**config.mk**
```make
export PLATFORM = sky130hd
export DESIGN_NAME = rcs_top
export DESIGN_NICKNAME = d
export VERILOG_FILES = /design/src/rcs_pkg.sv /design/src/rcs_top.sv
export SDC_FILE = /design/constraint.sdc
export NUM_CORES = 1
export LEC_CHECK = 0
export ABC_AREA = 0
export BUFFER_PORTS_ARGS = -buffer_cell sky130_fd_sc_hd__buf_4
export CAP_MARGIN = 5
export CORE_MARGIN = 3
export CORE_UTILIZATION = 40
export CTS_BUF_LIST = sky130_fd_sc_hd__clkbuf_8
export CTS_CLUSTER_SIZE = 24
export DETAILED_ROUTE_END_ITERATION = 12
export PLACE_DENSITY = 0.57
export SLEW_MARGIN = 20
export SYNTH_ARGS = -nofsm -noshare
export SYNTH_HDL_FRONTEND = slang
export SYNTH_SLANG_ARGS = --single-unit
```
**constraint.sdc**
```tcl
create_clock -name hclk -period 5.1 [get_ports hclk]
set_input_delay 1.275 -clock hclk [delete_from_list [all_inputs] [get_ports hclk]]
set_output_delay 1.275 -clock hclk [all_outputs]
set_load 0.01 [all_outputs]
```
**src/rcs_pkg.sv**
```systemverilog
// rcs_pkg: constants, types and pin carriers for the rectifier control block
// Function
// - output on only while on-request pin low; off once it or seat pin released
// - seat-detect pin qualifies enable: off before unmating, on only after mating
// - margin input open or above upper threshold selects factory default setpoint
// - bus-commanded setpoint overrides pin setpoint until controller power cycles
// - after controller restart, setpoint follows the margin pin again
// - insertion-sense level above threshold enables eeprom write protection
// - momentary low on selector reset pin returns selector to default
// - slot level decodes to two address bits, largest resistor 00, smallest 11
// - shelf level classified in eight; odd levels give bit2 1, even give 0
// - capacity indicator high at high-line rating, low at low-line rating
// - power-fail warning high while output delivered, low ahead of decay
// - replacement fault pin low on fan, temperature, overvoltage or internal fault
// - status and alarm bits follow the present condition, never frozen
// - communication error bits stay set until clear-faults
// - changed bit set whenever status content changes since last read
// - with auto restart on, restart after protective shutdown and raise alert
// - automatic restart sets a restart bit for the host
// - status read clears the restart and changed bits, not the live or communication error bits
// - two management channels independent; either host may take over anytime
// - selector connects channel 0 after start-up
// - alert latched low on change until cleared; reasserts if condition persists
package rcs_pkg;
    localparam int          CLK_MHZ   = 125;
    localparam int          FILT_NS   = 2000;
    localparam logic [7:0]  FILT_CYC  = 8'((FILT_NS * CLK_MHZ + 999) / 1000);
    localparam int          ADC_FS_MV = 3600;

    function automatic logic [7:0] rcs_mv2c(input int mv);
        return 8'((mv * 255) / ADC_FS_MV);
    endfunction

    localparam logic [7:0]  MARGIN_HI  = rcs_mv2c(3000);
    localparam logic [7:0]  WP_LEVEL   = rcs_mv2c(1000);
    localparam logic [7:0]  SLOT_B0    = rcs_mv2c(2201);
    localparam logic [7:0]  SLOT_B1    = rcs_mv2c(1584);
    localparam logic [7:0]  SLOT_B2    = rcs_mv2c(948);
    localparam logic [7:0]  SHELF_MIN [7] = '{rcs_mv2c(3000), rcs_mv2c(2600), rcs_mv2c(2180),
                                             rcs_mv2c(1730), rcs_mv2c(1290), rcs_mv2c(840),
                                             rcs_mv2c(300)};
    localparam logic [7:0]  SETPT_DEFAULT = 8'h36;

    localparam logic [7:0]  REG_CTRL   = 8'h00;
    localparam logic [7:0]  REG_SETPT  = 8'h04;
    localparam logic [7:0]  REG_STATUS = 8'h08;
    localparam logic [7:0]  REG_ADDR   = 8'h0C;
    localparam logic [7:0]  REG_PINS   = 8'h10;
    localparam int          CTRL_AUTO  = 0;
    localparam int          CTRL_CLRF  = 1;
    localparam int          CTRL_CHAN  = 2;
    localparam int          ST_PEC     = 8;
    localparam int          ST_DATA    = 9;
    localparam int          ST_RESTART = 12;
    localparam int          ST_CHANGED = 13;
    localparam logic [1:0]  HTRANS_NONSEQ = 2'h2;
    localparam logic [2:0]  HSIZE_WORD    = 3'h2;

    typedef struct packed {
        logic remote_on_n;
        logic seat_n;
        logic sel_reset_n;
        logic fan_fail;
        logic ot_warn;
        logic ot_shut;
        logic ov_shut;
        logic int_fault;
        logic vin_fault;
        logic high_line;
        logic decay_warn;
    } rcs_pins_t;

    typedef struct packed {
        logic [7:0] margin;
        logic [7:0] present;
        logic [7:0] slot;
        logic [7:0] shelf;
    } rcs_adc_t;

    localparam rcs_pins_t PINS_RST = 11'h700;

    typedef enum logic [1:0] {ST_OFF, ST_ON, ST_PROT, ST_LATCH} rcs_state_t;
endpackage

```
**src/rcs_top.sv**
```systemverilog
// rcs_top: rectifier control, status, address decode and ahb-lite register slave
`timescale 1ns/100ps
module rcs_top (
    input  wire logic               hclk,
    input  wire logic               hresetn,
    input  wire logic               ce,
    input  wire logic               hsel,
    input  wire logic [31:0]        haddr,
    input  wire logic [1:0]         htrans,
    input  wire logic               hwrite,
    input  wire logic [2:0]         hsize,
    input  wire logic [31:0]        hwdata,
    input  wire logic               hready,
    output logic      [31:0]        hrdata,
    output logic                    hreadyout,
    output logic                    hresp,
    input  wire rcs_pkg::rcs_pins_t pins,
    input  wire rcs_pkg::rcs_adc_t  adc,
    input  wire logic               pec_err_pulse,
    input  wire logic               data_err_pulse,
    output logic                    main_out_en,
    output logic                    capacity_hi,
    output logic                    power_ok_warn,
    output logic                    fault_n,
    output logic                    alert_n,
    output logic                    eeprom_wp,
    output logic                    sel_channel,
    output logic                    bus_addr_bit2,
    output logic                    bus_addr_bit1,
    output logic                    bus_addr_bit0,
    output logic      [7:0]         setpoint,
    output logic                    setpoint_from_bus
);
    import rcs_pkg::*;

    ////////////////////////////////////////////////////////////////////////////
    // synchronise and filter all pin inputs
    localparam int NB = $bits(rcs_pins_t) + $bits(rcs_adc_t);
    localparam logic [NB-1:0] FILT_RST = {PINS_RST, 32'h0000_0000};

    logic [NB-1:0] raw;
    logic [NB-1:0] sync1_reg;
    logic [NB-1:0] sync2_reg;
    logic [NB-1:0] filt;
    rcs_pins_t     pf;
    rcs_adc_t      af;

    assign raw = {pins, adc};

    always_ff @(posedge hclk or negedge hresetn) begin
        if (!hresetn) begin
            sync1_reg <= FILT_RST;
            sync2_reg <= FILT_RST;
        end else if (ce) begin
            sync1_reg <= raw;
            sync2_reg <= sync1_reg;
        end
    end

    // per-bit filter: an adc word may settle bit by bit, acceptable for slow levels
    generate
        for (genvar g = 0; g < NB; g++) begin : g_filt
            logic [7:0] cnt_reg;
            logic       f_reg;
            always_ff @(posedge hclk or negedge hresetn) begin
                if (!hresetn) begin
                    cnt_reg <= 8'h00;
                    f_reg   <= FILT_RST[g];
                end else if (ce) begin
                    if (sync2_reg[g] == f_reg) begin
                        cnt_reg <= 8'h00;
                    end else if (cnt_reg == FILT_CYC - 8'h01) begin
                        cnt_reg <= 8'h00;
                        f_reg   <= sync2_reg[g];
                    end else begin
                        cnt_reg <= cnt_reg + 8'h01;
                    end
                end
            end
            assign filt[g] = f_reg;
        end
    endgenerate

    assign {pf, af} = filt;

    ////////////////////////////////////////////////////////////////////////////
    // level decoding
    function automatic logic [2:0] shelf_level(input logic [7:0] v);
        logic [2:0] lvl;
        lvl = 3'h7;
        for (int i = 6; i >= 0; i--) begin
            if (v >= SHELF_MIN[i]) begin
                lvl = 3'(i);
            end
        end
        return lvl;
    endfunction

    logic [2:0] shelf_idx;
    logic [1:0] slot_bits;
    logic       margin_hi;
    logic       wp_w;

    assign shelf_idx = shelf_level(af.shelf);
    assign slot_bits = (af.slot >= SLOT_B0) ? 2'h0 :
                       (af.slot >= SLOT_B1) ? 2'h1 :
                       (af.slot >= SLOT_B2) ? 2'h2 : 2'h3;
    assign margin_hi = af.margin > MARGIN_HI;
    assign wp_w      = af.present > WP_LEVEL;

    ////////////////////////////////////////////////////////////////////////////
    // output state machine
    rcs_state_t state_reg;
    rcs_state_t state_next;
    logic       req_w;
    logic       prot_w;
    logic       auto_reg;
    logic       restart_evt;
    logic       recycle_evt;

    assign req_w  = !pf.remote_on_n && !pf.seat_n;
    assign prot_w = pf.ot_shut || pf.ov_shut;

    always_comb begin
        state_next = state_reg;
        case (state_reg)
            ST_OFF: begin
                if (req_w && !prot_w) state_next = ST_ON;
            end
            ST_ON: begin
                if (!req_w) state_next = ST_OFF;
                else if (prot_w) state_next = auto_reg ? ST_PROT : ST_LATCH;
            end
            ST_PROT: begin
                if (!req_w) state_next = ST_OFF;
                else if (!prot_w) state_next = ST_ON;
            end
            ST_LATCH: begin
                if (!req_w) state_next = ST_OFF;
            end
            default: state_next = ST_OFF;
        endcase
    end

    assign restart_evt = (state_reg == ST_PROT) && (state_next == ST_ON);
    assign recycle_evt = (state_reg == ST_OFF) && (state_next == ST_ON);

    ////////////////////////////////////////////////////////////////////////////
    // ahb-lite slave
    logic        wr_pend_reg;
    logic [7:0]  waddr_reg;
    logic [31:0] hrdata_reg;
    logic        hreadyout_reg;
    logic        hresp_reg;
    logic        ap_w;
    logic        dp_wr;
    logic        status_rd;
    logic        clrf_w;
    logic [31:0] rd_data;

    assign ap_w      = hsel && (htrans == HTRANS_NONSEQ) && hready;
    assign dp_wr     = wr_pend_reg && hready;
    assign status_rd = ap_w && !hwrite && (haddr[7:0] == REG_STATUS);
    assign clrf_w    = dp_wr && (waddr_reg == REG_CTRL) && hwdata[CTRL_CLRF];

    ////////////////////////////////////////////////////////////////////////////
    // status and alert
    logic [6:0]  present_w;
    logic [6:0]  prev_reg;
    logic        chg_evt;
    logic        pec_reg;
    logic        data_reg;
    logic        restart_reg;
    logic        changed_reg;
    logic        alert_n_reg;
    logic        alarm_evt;
    logic        alarm_clr;
    logic        alarm_cond;
    logic [31:0] status_w;

    assign present_w  = {!main_out_en, pf.vin_fault, pf.int_fault, pf.ov_shut,
                         pf.ot_shut, pf.ot_warn, pf.fan_fail};
    assign chg_evt    = present_w != prev_reg;
    assign alarm_evt  = chg_evt || pec_err_pulse || data_err_pulse || restart_evt;
    assign alarm_clr  = status_rd || clrf_w || recycle_evt;
    assign alarm_cond = (|present_w[5:0]) || pec_reg || data_reg;
    assign status_w   = {18'h0, changed_reg, restart_reg, 2'h0, data_reg, pec_reg, 1'b0, present_w};

    ////////////////////////////////////////////////////////////////////////////
    // registers
    logic       chan_reg;
    logic       sw_ovr_reg;
    logic [7:0] sw_setpt_reg;
    logic [7:0] setpt_reg;
    logic       out_en_reg;
    logic       cap_reg;
    logic       pok_reg;
    logic       fault_n_reg;
    logic       wp_reg;
    logic [2:0] addr_reg;
    logic [7:0] setpt_next;

    // pin setpoint is the filtered margin code itself
    assign setpt_next = sw_ovr_reg ? sw_setpt_reg :
                        margin_hi  ? SETPT_DEFAULT : af.margin;

    assign rd_data = (haddr[7:0] == REG_CTRL)   ? {29'h0, chan_reg, 1'b0, auto_reg} :
                     (haddr[7:0] == REG_SETPT)  ? {8'h0, setpt_reg, 7'h0, sw_ovr_reg, sw_setpt_reg} :
                     (haddr[7:0] == REG_STATUS) ? status_w :
                     (haddr[7:0] == REG_ADDR)   ? {24'h0, margin_hi, shelf_idx, wp_reg, addr_reg} :
                     (haddr[7:0] == REG_PINS)   ? {21'h0, pf} : 32'h0000_0000;

    always_ff @(posedge hclk or negedge hresetn) begin
        if (!hresetn) begin
            wr_pend_reg <= 1'b0;
            waddr_reg   <= 8'h00;
            hrdata_reg  <= 32'h0000_0000;
            hreadyout_reg <= 1'b1;
            hresp_reg   <= 1'b0;
        end else if (ce) begin
            // zero wait states and never an error, so the answer is always ready and okay
            hreadyout_reg <= 1'b1;
            hresp_reg   <= 1'b0;
            wr_pend_reg <= ap_w && hwrite && (hsize == HSIZE_WORD);
            if (ap_w) waddr_reg <= haddr[7:0];
            if (ap_w && !hwrite) hrdata_reg <= rd_data;
        end
    end

    always_ff @(posedge hclk or negedge hresetn) begin
        if (!hresetn) begin
            auto_reg     <= 1'b0;
            chan_reg     <= 1'b0;
            sw_ovr_reg   <= 1'b0;
            sw_setpt_reg <= 8'h00;
        end else if (ce) begin
            if (dp_wr && waddr_reg == REG_CTRL) auto_reg <= hwdata[CTRL_AUTO];
            if (!pf.sel_reset_n) chan_reg <= 1'b0;
            else if (dp_wr && waddr_reg == REG_CTRL) chan_reg <= hwdata[CTRL_CHAN];
            if (dp_wr && waddr_reg == REG_SETPT) begin
                sw_ovr_reg   <= 1'b1;
                sw_setpt_reg <= hwdata[7:0];
            end
        end
    end

    // set wins over clear on every sticky bit
    always_ff @(posedge hclk or negedge hresetn) begin
        if (!hresetn) begin
            prev_reg    <= 7'h40;
            pec_reg     <= 1'b0;
            data_reg    <= 1'b0;
            restart_reg <= 1'b0;
            changed_reg <= 1'b0;
            alert_n_reg <= 1'b1;
        end else if (ce) begin
            prev_reg    <= present_w;
            pec_reg     <= pec_err_pulse || (pec_reg && !clrf_w);
            data_reg    <= data_err_pulse || (data_reg && !clrf_w);
            restart_reg <= restart_evt || (restart_reg && !status_rd);
            // comm errors and restarts change the status word too, not only live bits
            changed_reg <= alarm_evt || (changed_reg && !status_rd);
            alert_n_reg <= !(alarm_evt || (alarm_clr ? alarm_cond : !alert_n_reg));
        end
    end

    always_ff @(posedge hclk or negedge hresetn) begin
        if (!hresetn) begin
            state_reg   <= ST_OFF;
            out_en_reg  <= 1'b0;
            cap_reg     <= 1'b0;
            pok_reg     <= 1'b0;
            fault_n_reg <= 1'b1;
            wp_reg      <= 1'b0;
            addr_reg    <= 3'h0;
            setpt_reg   <= SETPT_DEFAULT;
        end else if (ce) begin
            state_reg   <= state_next;
            out_en_reg  <= state_next == ST_ON;
            cap_reg     <= pf.high_line;
            pok_reg     <= (state_next == ST_ON) && !pf.decay_warn;
            fault_n_reg <= !(pf.fan_fail || pf.ot_warn || pf.ot_shut || pf.ov_shut || pf.int_fault);
            wp_reg      <= wp_w;
            addr_reg    <= {shelf_idx[0], slot_bits};
            setpt_reg   <= setpt_next;
        end
    end

    assign hrdata            = hrdata_reg;
    assign hreadyout         = hreadyout_reg;
    assign hresp             = hresp_reg;
    assign main_out_en       = out_en_reg;
    assign capacity_hi       = cap_reg;
    assign power_ok_warn     = pok_reg;
    assign fault_n           = fault_n_reg;
    assign alert_n           = alert_n_reg;
    assign eeprom_wp         = wp_reg;
    assign sel_channel       = chan_reg;
    assign bus_addr_bit2     = addr_reg[2];
    assign bus_addr_bit1     = addr_reg[1];
    assign bus_addr_bit0     = addr_reg[0];
    assign setpoint          = setpt_reg;
    assign setpoint_from_bus = sw_ovr_reg;

    ////////////////////////////////////////////////////////////////////////////
    // assertions
    property p_req_off;
        @(posedge hclk) disable iff (!hresetn) (ce && pf.remote_on_n) |=> !out_en_reg;
    endproperty
    a_req_off: assert property (p_req_off) else $error("output on without request");

    property p_seat_off;
        @(posedge hclk) disable iff (!hresetn) (ce && pf.seat_n) |=> !out_en_reg;
    endproperty
    a_seat_off: assert property (p_seat_off) else $error("output on while unseated");

    property p_default_setpt;
        @(posedge hclk) disable iff (!hresetn)
            (ce && !sw_ovr_reg && margin_hi) |=> (setpt_reg == SETPT_DEFAULT);
    endproperty
    a_default_setpt: assert property (p_default_setpt) else $error("default setpoint missed");

    property p_bus_setpt;
        @(posedge hclk) disable iff (!hresetn)
            (ce && sw_ovr_reg) |=> (sw_ovr_reg && setpt_reg == $past(sw_setpt_reg));
    endproperty
    a_bus_setpt: assert property (p_bus_setpt) else $error("bus setpoint not kept");

    property p_wp;
        @(posedge hclk) disable iff (!hresetn) ce |=> (wp_reg == ($past(af.present) > WP_LEVEL));
    endproperty
    a_wp: assert property (p_wp) else $error("write protect wrong");

    property p_sel_reset;
        @(posedge hclk) disable iff (!hresetn) (ce && !pf.sel_reset_n) |=> !chan_reg;
    endproperty
    a_sel_reset: assert property (p_sel_reset) else $error("selector not reset");

    property p_slot_top;
        @(posedge hclk) disable iff (!hresetn) (ce && af.slot >= SLOT_B0) |=> (addr_reg[1:0] == 2'h0);
    endproperty
    a_slot_top: assert property (p_slot_top) else $error("slot decode wrong");

    property p_fault_pin;
        @(posedge hclk) disable iff (!hresetn) (ce && pf.fan_fail) |=> !fault_n_reg;
    endproperty
    a_fault_pin: assert property (p_fault_pin) else $error("fault pin not low");

    property p_pec_sticky;
        @(posedge hclk) disable iff (!hresetn) (ce && pec_reg && !clrf_w) |=> pec_reg;
    endproperty
    a_pec_sticky: assert property (p_pec_sticky) else $error("comm error lost");

    property p_read_clear;
        @(posedge hclk) disable iff (!hresetn)
            (ce && status_rd && !alarm_evt) |=> (!changed_reg && !restart_reg);
    endproperty
    a_read_clear: assert property (p_read_clear) else $error("status not cleared by read");

    property p_alert_set;
        @(posedge hclk) disable iff (!hresetn) (ce && alarm_evt) |=> !alert_n_reg;
    endproperty
    a_alert_set: assert property (p_alert_set) else $error("alert not raised");

    property p_restart_bit;
        @(posedge hclk) disable iff (!hresetn) (ce && restart_evt) |=> (restart_reg && out_en_reg);
    endproperty
    a_restart_bit: assert property (p_restart_bit) else $error("restart bit missing");

    property p_capacity;
        @(posedge hclk) disable iff (!hresetn) ce |=> (cap_reg == $past(pf.high_line));
    endproperty
    a_capacity: assert property (p_capacity) else $error("capacity pin wrong");

    property p_pok_warn;
        @(posedge hclk) disable iff (!hresetn) (ce && pf.decay_warn) |=> !pok_reg;
    endproperty
    a_pok_warn: assert property (p_pok_warn) else $error("power warning not low");

endmodule

```
# == Word-level counts from Yosys, hierarchy flattened ==
# Cells that the tools add are included.
# op_classes
magnitude_cmp,12
bitwise_logic,43
eq_ne,99
n_mux,114
n_reduce_logical,99
add_sub_neg,43
# ops
cell,n
8-bit 2-to-1 mux,88
"8-bit by 1-bit adder with 8-bit output, second input constant",43
"8-bit == test, second input constant",43
3-bit AND reduction,43
24-bit 2-to-1 mux,2
1-bit == test,43
1-bit NOT,43
"8-bit by 7-bit >= comparator with 1-bit output, second input constant",4
"8-bit >= comparator, second input constant",4
11-bit 2-to-1 mux,2
1-bit logical AND,19
3-bit 2-to-1 mux,6
1-bit logical OR,17
"8-bit by 3-bit == test with 1-bit output, second input constant",2
"8-bit by 4-bit == test with 1-bit output, second input constant",2
8-bit zero test,2
2-bit 2-to-1 mux,8
14-bit 2-to-1 mux,1
1-bit zero test,11
2-bit AND reduction,5
"8-bit by 5-bit == test with 1-bit output, second input constant",1
"8-bit by 5-bit >= comparator with 1-bit output, second input constant",1
"8-bit by 6-bit >= comparator with 1-bit output, second input constant",1
"8-bit by 7-bit greater-than comparator with 1-bit output, second input constant",1
10 further kinds,18
# word_totals
output_inout_bits,53
regBits,555
elab_cells,519

# == Depth between registers and ports, before layout ==
# depth
ltp_word,12
depth_mapped,8
ltp_nobuf,7

# == Least setup slack after synthesis ==
# OpenSTA, ideal clock, no wires.
# synth_path
path_type,input-to-reg
start,in haddr[4]
end,reg alert_n_reg (netlist: alert_n)
cell_stages,6
required_ps,5016
t_arrival_ps,2626
setup_ps,84
path_slack_ps,2391
path_buffers,1
path_cell_list,buf_2 nor4_4 nand2_1 nor4_1 nor3_1 a311o_2
# synth_via
elab_chain_len,7
# synth_lines
item,line_no,rtl
"start, declared",rcs_top.sv:8,"input wire logic [31:0] haddr,"
8-bit by 4-bit == test with 1-bit output,rcs_top.sv:163,assign status_rd = ap_w && !hwrite && (haddr[7:0] == REG_STATUS);
1-bit logical AND,rcs_top.sv:163,
1-bit logical OR (2 in series),rcs_top.sv:185,assign alarm_clr = status_rd || clrf_w || recycle_evt;
1-bit 2-to-1 mux,rcs_top.sv:263,alert_n_reg <= !(alarm_evt || (alarm_clr ? alarm_cond : !alert_n_reg));
1-bit logical OR,rcs_top.sv:263,
1-bit zero test,rcs_top.sv:263,
"end signal, assigned",rcs_top.sv:263,
"end, declared",rcs_top.sv:175,logic alert_n_reg;
# Every way passes these cells.
# A chain may end at the register's enable or synchronous reset.

# == Worst setup path in the final report ==
# layout_path
start,in ce
end,reg hrdata_reg[21] (netlist: hrdata[21])
# layout_via
elab_chain_len,1
# layout_lines
item,line_no,rtl
"start, declared",rcs_top.sv:6,"input wire logic ce,"
2-bit AND reduction (no source line),--,
"end signal, assigned",rcs_top.sv:226,if (ap_w && !hwrite) hrdata_reg <= rd_data;
"end, declared",rcs_top.sv:152,logic [31:0] hrdata_reg;
# Every way passes these cells.

==> impl_metrics.ini <==
[pwr]
powerDensity_nw_per_um2 = 332.7
leakage_nw = 13.78
combPwrFrac_pct = 9.9
peakVddDrop_mv = 0.1398
cellInternalPower_w = 0.007646
fin_total_pwr_w = 0.01034
clkPwrFrac_pct = 42.9
p_seq_share_pct = 47.2
p_sw_w = 0.002692
p_sw_share_pct = 26.04

[global_routing]
grtUsageMet2_pct = 26.17
grt_pass1_wl_um = 97570
top_usage_layer = met2
use_met3_pct = 3.105
grtUsageTotal_pct = 16.51
grtUsageMet1_pct = 22.78
antenna_found_initial = 2
first_global_vias = 19260
grt_max_degree = 142
gr-total-overflow = 0

[clock_tree]
cts_buffers = 97
cts-resized-gates = 0
insertion_delay_ns = 0.69
cts_tree = built
clockBufferDepth = 3
clkSinkCount = 544
cts.root.buffer_cell = clkbuf_8
clkTransAtPathRegs_ns = 0.06
post_cts_buffers = 0
htreeDepth = 3
cts_hold_buf = 0

[job]
maxCapViolCount = 0

[setup_path]
arrival_ns = 3.57
reg2reg_slack_ns = 2.82
crit_buf_inv = 2
cp-end-kind = flip-flop
path_class = in2reg
crit_path_top_delay_cell = nor2_2
setup.worst_path.end = hrdata[21]
start_kind = input pin
r2r_start = waddr_reg[5]
rr_endpoint = sw_setpt_reg[5]
max_stage_delay_ns = 0.71
cp_cell_sequence = buf_8 -> inv_4 -> nor3b_2 -> nand3_1 -> nor2_2 -> a22o_1
reg2reg_depth = 4
worstSetupStartpoint = ce
critPathTopFamily = simple AND/OR/NAND/NOR gates
crit_fanout = 70
cp.depth = 6
critPathRequiredTime_ns = 5.70

[drt]
drt-initial-drc-count = 1130
wl_per_cell_um = 16.10
postRouteAntennaNets = 0
drt_wl_total_um = 58660
dr.pass1.iters = 5
drc = 0
vias = 19940
routed_via_density = 5.472

[place]
dpl.hpwl_um = 38350
io_buffers = 111
routabilityCongestion = 0.8241
pre_cts_slack_ns = 1.482

[synth]
yosys.area_share.adder_pct = 3.947
ys_top_cells_by_count = dfrtp_1, o21ai_0, nand2_1
synth_mux_area_share_pct = 8.133
ys_top_cells_by_area = dfrtp_1, mux2_2, o21ai_0, ha_1, and3_1
synth-compound-area-share_pct = 14.77
synthArstFlopShare_pct = 100.0
yosys_warnings = 0
ys_seq_area_share_pct = 50.01
yosys_most_used_dff = dfrtp_1
syn-cell-area_sq_um = 27260
ys_ff_latch = 544
synth_top_area_cell = dfrtp_1
synth_edf_count = 0
yosysMostFrequentCell = dfrtp_1
avgSynthCellArea_sq_um = 10.52
synth_top_family_by_area = simple AND/OR/NAND/NOR gates
synth-simple-area-share_pct = 15.85
synthCells = 2592
synth.top_cell.area_share_pct = 48.47
synth_cell_types = 69
synth_xor_area_share_pct = 4.305

[sta]
hold_viol = 0
fmax_mhz = 337.3
fin_ws_ns = 2.135
fin_tns_setup_ns = 0
rsz0062_at_grt = false
min_period_over_period_pct = 58.13
skew_ns = 0.02444
slew-limit-headroom_pct = 34.67
setup_viol_count_final = 0
period_needed_ns = 2.965
drv_slew = 0
worstMarginPinSlew_ns = 0.9800

[die]
dieArea_sq_um = 71320
die_y_um = 267.1
die_width_um = 267.1
num_rows = 95
start_util_pct = 40.45
core_sq_um = 67400
io_pins = 173

[cells_and_area]
largest_reg_flops = 344
final_nets = 2897
utilization_pct = 46.10
syn_to_final_growth_pct = 13.98
layout-drive-gt1-share_pct = 17.22

[hold_path]
hold_path.class = reg2reg

[run_status]
run_status = completed
worst min-delay path by stage:
stage	from	depth (start not counted)	to
finish	hrdata[10]	2	hrdata[10]
global route	prev_reg[6]	2	prev_reg[6]
CTS	hrdata[10]	2	hrdata[10]
detailed placement	hrdata[10]	2	hrdata[10]
global placement	hrdata[10]	2	hrdata[10]
floorplan	g_filt[8].cnt_reg[7]	1	g_filt[8].cnt_reg[7]
per-layer routing:
metal  up-vias  part of all wire [%]
met3        82                   4.3
li1       9632                     -
met5         -                     0
met1      9923                    48
met2       304                    46
met4         0                   2.1
cells in the final DEF (no fill, tap or decap), types with 46 or more instances in the layout:
master     synthesis  final
o22ai_1           46     46
nand3_1          128    128
inv_1             57     77
dfrtp_1          528    528
mux2_2           156    156
mux2i_1           46     46
ha_1              86     86
nand2_1          213    213
and3_1           152    152
o31ai_1           63     63
xor2_1            92     92
nand2b_1         108    108
clkbuf_8           0    133
o2bb2ai_1         83     83
buf_4             13    114
o21ai_0          294    294
through the flow:
step	hold WS, ns	std cells	instance area, sq um
5_1_grt	0.5036	3644	31070
6_report	0.4774	3644	31070
3_5_place_dp	0.4603	3465	28890
2_1_floorplan	0.4453	2603	27300
4_1_cts	0.4777	3643	31070
3_3_place_gp	0.4673	3465	28890
area by class of cell:
class | count | area [sq um]
fillers | 6209 | 36320
flip-flops and latches | 544 | 13630
multi-input cells | 1865 | 12860
clock buffers | 133 | 1831
well taps | 873 | 1092
repair buffers | 126 | 1086
clock inverters | 45 | 347.8
inverters | 57 | 216.5
diodes | 1 | 2.502
logic make-up after synthesis:
| family | after synthesis |
|---|---|
| buffers and inverters | 194 |
| adders and majority gates | 86 |
| other | 2 |
| muxes | 202 |
| DFF | 544 |
| AOI/OAI and AO/OA | 629 |
| xor gates and xnor gates | 134 |
| and+or+nand+nor | 801 |
power by group through the flow:
stage	Sequential (W)	Combinational, W	Clock [W]
detailed placement	0.00495	0.00104	0
finish	0.00487	0.00102	0.00444
global placement	0.00493	0.00100	0
CTS	0.00488	0.00104	0.00461
floorplan	0.00488	0.000736	0
global route	0.00492	0.00118	0.00481
worst register-to-register path, stage by stage (launching register included):
cell and delay [ns]:
dfrtp_1 0.38, or4_4 0.54, nor3_1 0.19, and3_1 0.61, mux2_2 0.42
(Power assumes the default switching activity.)
